### config.mk
export PLATFORM = sky130hd
export DESIGN_NAME = alr_seq
export DESIGN_NICKNAME = d
export VERILOG_FILES = /design/src/rtl/alr_pkg.sv /design/src/rtl/alr_grant.sv /design/src/rtl/alr_rd_capture.sv /design/src/rtl/alr_seq.sv
export SDC_FILE = /design/constraint.sdc
export NUM_CORES = 1
export LEC_CHECK = 0
export ABC_AREA = 1
export BUFFER_PORTS_ARGS = -buffer_cell sky130_fd_sc_hd__buf_2
export CAP_MARGIN = 20
export CORE_MARGIN = 3
export CORE_UTILIZATION = 54
export CTS_CLUSTER_SIZE = 30
export DETAILED_ROUTE_END_ITERATION = 6
export PLACE_DENSITY_LB_ADDON = 0.08
export SLEW_MARGIN = 10
export SYNTH_ARGS = -nofsm -noshare
export SYNTH_HDL_FRONTEND = slang
export SYNTH_SLANG_ARGS = --single-unit
export TNS_END_PERCENT = 20
### constraint.sdc
create_clock -name ref_clk_i -period 2.6 [get_ports ref_clk_i]
set_clock_uncertainty 0.1 [all_clocks]
set_input_delay 0.39 -clock ref_clk_i [delete_from_list [all_inputs] [get_ports ref_clk_i]]
set_output_delay 0.39 -clock ref_clk_i [all_outputs]
set_load 0.1 [all_outputs]
### src/rtl/alr_pkg.sv
package alr_pkg;
   // one ref_clk cycle is one half-clock bus state
   localparam int CLK_PERIOD_NS = 25;
   localparam int STATE_NS = 25;
   localparam int WAIT_NS = 50;
   localparam int STATE_CYC = (STATE_NS + CLK_PERIOD_NS - 1) / CLK_PERIOD_NS;
   localparam int WAIT_CYC = (WAIT_NS + CLK_PERIOD_NS - 1) / CLK_PERIOD_NS;
   localparam logic [1:0] WAIT_LAST = 2'(WAIT_CYC - 1);
   localparam logic [2:0] SPACE_SUP_DATA = 3'h5;
   localparam logic DIR_READ = 1'b1;
   localparam logic [1:0] NWR_NONE = 2'h0;
   localparam logic [1:0] NWR_TWO = 2'h2;

   typedef enum logic [1:0] {
      ALR_OP_TAS = 2'h0,
      ALR_OP_CAS = 2'h1,
      ALR_OP_DUAL_COMPARE_SWAP_OP = 2'h2,
      ALR_OP_WALK = 2'h3
   } alr_op_type;

   typedef enum logic [15:0] {
      ALR_IDLE = 16'h0001,
      ALR_S0 = 16'h0002,
      ALR_S1 = 16'h0004,
      ALR_S2 = 16'h0008,
      ALR_S3 = 16'h0010,
      ALR_WRD = 16'h0020,
      ALR_S4 = 16'h0040,
      ALR_S5 = 16'h0080,
      ALR_MOD = 16'h0100,
      ALR_S6 = 16'h0200,
      ALR_S7 = 16'h0400,
      ALR_S8 = 16'h0800,
      ALR_S9 = 16'h1000,
      ALR_WWR = 16'h2000,
      ALR_S10 = 16'h4000,
      ALR_S11 = 16'h8000
   } alr_state_type;

   typedef struct packed {
      alr_op_type op;
      logic [31:0] addr0;
      logic [31:0] addr1;
      logic [1:0] size;
      logic [2:0] space;
      logic inhibit;
      logic two_rd;
   } alr_cmd_type;

   typedef struct packed {
      logic [1:0] nwr;
      logic inhibit;
      logic [31:0] waddr0;
      logic [31:0] waddr1;
      logic [31:0] wdata0;
      logic [31:0] wdata1;
   } alr_mod_type;

   typedef struct packed {
      logic [31:0] addr;
      logic [2:0] space;
      logic [1:0] size;
      logic rw_rd;
      logic inhibit;
      logic external_cycle_start;
      logic operand_cycle_start;
      logic as_s;
      logic ds_s;
      logic dbg;
      logic lock;
      logic [31:0] dout;
      logic doe;
   } alr_bus_type;

   typedef struct packed {
      alr_state_type st;
      alr_cmd_type cmd;
      alr_mod_type wr;
      logic idx;
      logic ackhit;
      logic [1:0] cnt;
      logic cmd_ready;
      logic rd_done;
      logic done;
      alr_bus_type bus;
   } alr_seq_state_type;

   typedef struct packed {
      logic [31:0] rd0;
      logic [31:0] rd1;
      logic cacheable;
   } alr_cap_state_type;
endpackage

### src/rtl/alr_grant.sv
`timescale 1ns/100ps
module alr_grant (
   input wire logic ref_clk_i,
   input wire logic srst_i,
   input wire logic request_in_i,
   input wire logic busy_nxt_i,
   output logic grant_out_o
);
   logic grant_r;
   logic grant_nxt;

   // busy is the sequencer's next state, so grant drops on the same
   // edge the lock rises and returns on the same edge the lock falls
   always_comb begin
      grant_nxt = request_in_i && !busy_nxt_i;
   end

   always_ff @(posedge ref_clk_i) begin
      if (srst_i) begin
         grant_r <= 1'b0;
      end else begin
         grant_r <= grant_nxt;
      end
   end

   assign grant_out_o = grant_r;
endmodule

### src/rtl/alr_rd_capture.sv
`timescale 1ns/100ps
module alr_rd_capture (
   input wire logic ref_clk_i,
   input wire logic srst_i,
   input wire logic take_i,
   input wire logic idx_i,
   input wire logic walk_i,
   input wire logic [31:0] data_i,
   input wire logic cache_refuse_in_i,
   output alr_pkg::alr_cap_state_type cap_o
);
   alr_pkg::alr_cap_state_type r;
   alr_pkg::alr_cap_state_type n;

   always_comb begin
      n = r;
      if (take_i) begin
         // refuse level and data taken in the single S4 cycle
         if (idx_i) begin
            n.rd1 = data_i;
         end else begin
            n.rd0 = data_i;
            n.cacheable = !cache_refuse_in_i && !walk_i;
         end
         if (idx_i && cache_refuse_in_i) begin
            n.cacheable = 1'b0;
         end
      end
   end

   always_ff @(posedge ref_clk_i) begin
      if (srst_i) begin
         r <= '0;
      end else begin
         r <= n;
      end
   end

   assign cap_o = r;
endmodule

### src/rtl/alr_seq.sv
`timescale 1ns/100ps
module alr_seq (
   input wire logic ref_clk_i,
   input wire logic srst_i,
   input wire logic cmd_valid_i,
   input alr_pkg::alr_cmd_type cmd_i,
   output logic cmd_ready_o,
   output logic rd_done_o,
   output alr_pkg::alr_cap_state_type rd_o,
   input wire logic mod_valid_i,
   input alr_pkg::alr_mod_type mod_i,
   output logic done_o,
   input wire logic [1:0] port_ack_pair_i,
   input wire logic [31:0] data_i,
   input wire logic cache_refuse_in_i,
   input wire logic request_in_i,
   output logic grant_out_o,
   output alr_pkg::alr_bus_type bus_o,
   output logic cache_miss_force_o,
   output logic burst_fill_block_o
);
   alr_pkg::alr_seq_state_type r;
   alr_pkg::alr_seq_state_type n;
   logic take;
   logic busy_nxt;
   logic walk;

   function automatic alr_pkg::alr_bus_type ctl(
      input alr_pkg::alr_state_type s,
      input alr_pkg::alr_bus_type b
   );
      alr_pkg::alr_bus_type o;
      o = b;
      o.lock = (s != alr_pkg::ALR_IDLE);
      o.external_cycle_start = (s == alr_pkg::ALR_S0) || (s == alr_pkg::ALR_S6);
      o.operand_cycle_start = o.external_cycle_start;
      // read direction held through the idle states to avoid a clash
      o.rw_rd = !((s == alr_pkg::ALR_S6) || (s == alr_pkg::ALR_S7) ||
         (s == alr_pkg::ALR_S8) || (s == alr_pkg::ALR_S9) ||
         (s == alr_pkg::ALR_WWR) || (s == alr_pkg::ALR_S10) ||
         (s == alr_pkg::ALR_S11));
      o.as_s = (s == alr_pkg::ALR_S1) || (s == alr_pkg::ALR_S2) ||
         (s == alr_pkg::ALR_S3) || (s == alr_pkg::ALR_WRD) ||
         (s == alr_pkg::ALR_S4) || (s == alr_pkg::ALR_S7) ||
         (s == alr_pkg::ALR_S8) || (s == alr_pkg::ALR_S9) ||
         (s == alr_pkg::ALR_WWR) || (s == alr_pkg::ALR_S10);
      o.ds_s = (s == alr_pkg::ALR_S1) || (s == alr_pkg::ALR_S2) ||
         (s == alr_pkg::ALR_S3) || (s == alr_pkg::ALR_WRD) ||
         (s == alr_pkg::ALR_S4) || (s == alr_pkg::ALR_S9) ||
         (s == alr_pkg::ALR_WWR) || (s == alr_pkg::ALR_S10);
      o.dbg = (s == alr_pkg::ALR_S2) || (s == alr_pkg::ALR_S3) ||
         (s == alr_pkg::ALR_WRD) || (s == alr_pkg::ALR_S4) ||
         (s == alr_pkg::ALR_S7) || (s == alr_pkg::ALR_S8) ||
         (s == alr_pkg::ALR_S9) || (s == alr_pkg::ALR_WWR) ||
         (s == alr_pkg::ALR_S10) || (s == alr_pkg::ALR_S11);
      o.doe = (s == alr_pkg::ALR_S8) || (s == alr_pkg::ALR_S9) ||
         (s == alr_pkg::ALR_WWR) || (s == alr_pkg::ALR_S10) ||
         (s == alr_pkg::ALR_S11);
      return o;
   endfunction

   function automatic logic [31:0] pick(
      input logic sel,
      input logic [31:0] a,
      input logic [31:0] b
   );
      return sel ? b : a;
   endfunction

   always_comb begin
      n = r;
      n.rd_done = 1'b0;
      n.done = 1'b0;
      take = 1'b0;
      unique case (r.st)
         alr_pkg::ALR_IDLE: begin
            // grant outstanding means another master owns the bus
            if (cmd_valid_i && !grant_out_o) begin
               n.cmd = cmd_i;
               if (cmd_i.op == alr_pkg::ALR_OP_WALK) begin
                  n.cmd.space = alr_pkg::SPACE_SUP_DATA;
               end
               n.idx = 1'b0;
               n.st = alr_pkg::ALR_S0;
            end
         end
         alr_pkg::ALR_S0: n.st = alr_pkg::ALR_S1;
         alr_pkg::ALR_S1: n.st = alr_pkg::ALR_S2;
         alr_pkg::ALR_S2: begin
            n.ackhit = |port_ack_pair_i;
            n.st = alr_pkg::ALR_S3;
         end
         alr_pkg::ALR_S3: begin
            n.cnt = 2'h0;
            n.st = r.ackhit ? alr_pkg::ALR_S4 : alr_pkg::ALR_WRD;
         end
         alr_pkg::ALR_WRD: begin
            // sample once per full clock, on the falling-edge slot
            n.cnt = r.cnt + 2'h1;
            if (r.cnt == alr_pkg::WAIT_LAST) begin
               n.cnt = 2'h0;
               if (|port_ack_pair_i) begin
                  n.st = alr_pkg::ALR_S4;
               end
            end
         end
         alr_pkg::ALR_S4: begin
            take = 1'b1;
            n.st = alr_pkg::ALR_S5;
         end
         alr_pkg::ALR_S5: begin
            if (!r.idx && r.cmd.two_rd) begin
               n.idx = 1'b1;
               n.st = alr_pkg::ALR_S0;
            end else begin
               n.idx = 1'b0;
               n.rd_done = 1'b1;
               n.st = alr_pkg::ALR_MOD;
            end
         end
         alr_pkg::ALR_MOD: begin
            if (mod_valid_i) begin
               n.wr = mod_i;
               if (mod_i.nwr == alr_pkg::NWR_NONE) begin
                  n.done = 1'b1;
                  n.st = alr_pkg::ALR_IDLE;
               end else begin
                  n.st = alr_pkg::ALR_S6;
               end
            end
         end
         alr_pkg::ALR_S6: n.st = alr_pkg::ALR_S7;
         alr_pkg::ALR_S7: n.st = alr_pkg::ALR_S8;
         alr_pkg::ALR_S8: begin
            n.ackhit = |port_ack_pair_i;
            n.st = alr_pkg::ALR_S9;
         end
         alr_pkg::ALR_S9: begin
            n.cnt = 2'h0;
            n.st = r.ackhit ? alr_pkg::ALR_S10 : alr_pkg::ALR_WWR;
         end
         alr_pkg::ALR_WWR: begin
            n.cnt = r.cnt + 2'h1;
            if (r.cnt == alr_pkg::WAIT_LAST) begin
               n.cnt = 2'h0;
               if (|port_ack_pair_i) begin
                  n.st = alr_pkg::ALR_S10;
               end
            end
         end
         alr_pkg::ALR_S10: n.st = alr_pkg::ALR_S11;
         alr_pkg::ALR_S11: begin
            if (!r.idx && (r.wr.nwr == alr_pkg::NWR_TWO)) begin
               n.idx = 1'b1;
               n.st = alr_pkg::ALR_S6;
            end else begin
               n.idx = 1'b0;
               n.done = 1'b1;
               n.st = alr_pkg::ALR_IDLE;
            end
         end
         default: begin
            n.st = alr_pkg::ALR_IDLE;
         end
      endcase

      // address, space and size only change at a cycle start
      if (n.st == alr_pkg::ALR_S0 && r.st != alr_pkg::ALR_S0) begin
         n.bus.addr = pick(n.idx, n.cmd.addr0, n.cmd.addr1);
         n.bus.space = n.cmd.space;
         n.bus.size = n.cmd.size;
         n.bus.inhibit = n.cmd.inhibit;
      end
      if (n.st == alr_pkg::ALR_S6 && r.st != alr_pkg::ALR_S6) begin
         n.bus.addr = pick(n.idx, n.wr.waddr0, n.wr.waddr1);
         n.bus.inhibit = n.wr.inhibit;
      end
      if (n.st == alr_pkg::ALR_S8 && r.st != alr_pkg::ALR_S8) begin
         n.bus.dout = pick(n.idx, n.wr.wdata0, n.wr.wdata1);
      end
      n.bus = ctl(n.st, n.bus);
      n.cmd_ready = (n.st == alr_pkg::ALR_IDLE);
   end

   always_ff @(posedge ref_clk_i) begin
      if (srst_i) begin
         r <= '0;
         r.st <= alr_pkg::ALR_IDLE;
         r.cmd_ready <= 1'b1;
         r.bus.rw_rd <= alr_pkg::DIR_READ;
      end else begin
         r <= n;
      end
   end

   assign busy_nxt = (n.st != alr_pkg::ALR_IDLE);
   assign walk = (r.cmd.op == alr_pkg::ALR_OP_WALK);

   alr_grant u_grant (
      .ref_clk_i(ref_clk_i),
      .srst_i(srst_i),
      .request_in_i(request_in_i),
      .busy_nxt_i(busy_nxt),
      .grant_out_o(grant_out_o)
   );

   alr_rd_capture u_cap (
      .ref_clk_i(ref_clk_i),
      .srst_i(srst_i),
      .take_i(take),
      .idx_i(r.idx),
      .walk_i(walk),
      .data_i(data_i),
      .cache_refuse_in_i(cache_refuse_in_i),
      .cap_o(rd_o)
   );

   assign cmd_ready_o = r.cmd_ready;
   assign rd_done_o = r.rd_done;
   assign done_o = r.done;
   assign bus_o = r.bus;
   // cache is bypassed and burst fill held off while locked
   assign cache_miss_force_o = r.bus.lock;
   assign burst_fill_block_o = r.bus.lock;
endmodule
==> impl_metrics.toml <==
[synthesis]
async_flop_share_pct = 0
seq_area_frac_synth_pct = 43.8
synthCells = 2524
yosysMostFrequentCell = "nand2_1"
synth.top_cell.area_share_pct = 43.8
synth_xor_area_share_pct = 0
syn-cell-area_um2 = 16900
syn-num-nets = 2768
synth_compound_area_share_pct = 11.8
ys_top_cells_by_count = "nand2_1 (577), inv_1 (417), nor2_1 (414), dfxtp_1 (370), o21ai_0 (222)"
yosys_warnings = 0
yosysTopAreaCell = "dfxtp_1"
ys_seq_elements = 370
ys_types = 39
muxShareOfSynthArea_pct = 0
avgSynthCellArea_um2 = 6.70
synth_top_family_by_area = "simple AND/OR/NAND/NOR gates"
synth_area_leaders = "dfxtp_1 (44%), nand2_1 (13%), inv_1 (9.3%), nor2_1 (9.2%), o21ai_0 (6.6%)"
synth_ff_type = "dfxtp_1"
synth_edf_count = 0
synth_simple_gate_area_share_pct = 27.7
synthAdderAreaFrac_pct = 0

[pwr]
seq_power_share_pct = 41.2
p_sw_mw = 4.01
p_per_area_nw_per_um2 = 709
clockPowerShare_pct = 43.2
peakVddDrop_uv = 496
p_int_mw = 10.4
swShare_pct = 27.8
total_power_mw = 14.4
total_leakage_power_nw = 9.68
comb_power_share_pct = 15.6

[floorplan]
fp.dieW_um = 183
rows = 64
ios = 393
start_util_pct = 55.0
die-area_um2 = 33500
core_area_um2 = 30700
die_h_um = 183

[grt]
grt_pass1_wl_um = 73200
grt_pass1_vias = 14900
grt_usage_pct = 26.3
grt_max_degree = 97
grt_overflow_total = 0
antenna_found_initial = 3

[cells_and_area]
drive_above_1_share_pct = 19.2
layout.nets = 3057
num_antenna_cells = 0
fillers = 2781
multi_input_comb_area_um2 = 6690
instances_no_fill = 3238
area_growth_pct = 20.5
ff_latch_area_um2 = 7410

[sta]
max_slew.worst_pin.slew_ns = 0.678
finalCriticalPeriod_ns = 2.37
rsz0062_at_grt = "false"
fin_ws_ns = 0.235
final_max_slew_viol_count = 0
setup_violations = 0
fin_tns_setup_ns = 0
hold_viol_final = 0
slew_headroom_pct = 54.4
fin_crit_sh_pct = 91.0
max_freq_mhz = 423

[worst_setup_path]
arrival_ns = 2.68
critPathKind = "reg2reg"
cp.required_ns = 2.92
start_kind = "register"
cp-end-kind = "register"
cp_max_fo = 23

[drt]
drtAntennaViolNets = 0
drcViolationCount = 0
drtPass1Iterations = 7
vias = 15800
drt-initial-drc-count = 909
viasPerCell = 4.87
wl_per_cell_um = 14.2
routed_wl_um = 45800

[clocking]
cts_made_buffers = 41
path_clk_slew_ns = 0.06
clock_sinks = 370
clk_path_buf_depth = 3
cts_root_buffer = "clkbuf_16"
clock_latency_ns = 0.53
cts_max_level = 2
cts_tree = "done"

[flow_run]
drv_cap = 0

[placement]
port_buffers = 392
post-place-cells = 3136
gp_congestion = 0.865
dpl_worst_slack_ns = 0.115
dp_hpwl_um = 30800

[min_path]
min_path_type = "in2reg"

[status]
status = "completed"
kinds of logic after synthesis:
logic type / Yosys count
and+or+nand+nor: 1151
buffers and inverters: 634
AOI/OAI and AO/OA: 369
DFF: 370
final cells by class:
| type | instances | share of cell area, % |
|---|---|---|
| flip-flops and latches | 370 | 36.4 |
| well taps | 396 | 2.43 |
| repair buffers | 459 | 13.3 |
| inverters | 421 | 7.77 |
| clock inverters | 15 | 1.25 |
| multi-input cells | 1520 | 32.9 |
| clock buffers | 57 | 5.99 |
stage by stage:
step	instance area [µm²]	hold slack, ns	util, %
after floorplan	16900	0.315	-
after global placement	18500	0.326	60.3
after detailed placement	18500	0.329	60.3
after CTS	20300	0.000769	65.9
after global routing	20400	0.0325	66.2
final	20400	0.0208	66.2
registers in the layout, summed over array words and instances, names as in the netlist:
signal / cells
r: 224
bus_o: 76
u_cap.cap_o: 65
burst_fill_block_o: 1
cmd_ready_o: 1
done_o: 1
rd_done_o: 1
u_grant.grant_out_o: 1
worst max-delay path: stages, from the launching register on:
cell and delay (ns):
dfxtp_1 0.34, nor2_2 0.21, nand2_2 0.15, nor2_4 0.19, nand2_1 0.16, nand3_4 0.13, nand2_4 0.07, nand2_8 0.13
nand2_8 0.17, buf_4 0.27, nand2_1 0.08, o21ai_1 0.06, o21bai_1 0.12, inv_1 0.05
cell usage in the layout, fill, tap and decap left out, types with 6 or more instances in the layout:
cell,synthesis,routed
bufinv_16,0,7
a21oi_1,31,31
o21ai_1,67,67
clkbuf_8,0,9
nand3_1,109,109
buf_2,41,391
o21bai_1,32,32
dfxtp_1,370,370
nor2_4,5,6
nor3_1,9,9
nor2_1,414,412
nor2_2,8,9
clkbuf_16,0,43
inv_1,417,416
buf_12,0,11
clkinv_2,0,7
o21ai_0,222,222
dlygate4sd3_1,0,26
buf_4,89,28
nand2_1,577,577
path summary, 6_finish.rpt:
check             startpoint              end  slack [ns]  cells after the start
setup / recovery      r[289]        bus_o[25]        0.23                     13
hold / removal     data_i[1]  u_cap.cap_o[34]        0.02                      3
setup reg to reg      r[289]        bus_o[25]        0.23                     13
hold reg to reg        r[82]            r[82]        0.34                      2
power by group through the flow:
stage	Clock (mW)	Combinational, mW	Sequential, mW
floorplan	0	1.68	6.09
global placement	0	2.20	6.06
detailed placement	0	2.22	6.06
CTS	6.36	2.26	5.94
global route	6.59	2.46	5.96
finish	6.24	2.26	5.94
metal layers:
layer | wire length (µm) | up-vias | share of wire, % | GRT usage, %
met2 | 21500 | 544 | 47 | 45.1
met1 | 19800 | 6999 | 43 | 33.8
met4 | 1050 | 6 | 2.3 | 7.25
met5 | 32 | - | 0.070 | 0
met3 | 3430 | 90 | 7.5 | 5.34
li1 | - | 8129 | - | -
what timing repair did:
action                                  in CTS  in global routing
buffers inserted                             0                  2
endpoints found under the hold margin       45                  0
hold buffers                                26                  0
endpoints found under the setup margin       0                 58
gates resized for setup                      0                  2
Note: power is estimated with default switching activity, not from simulation.
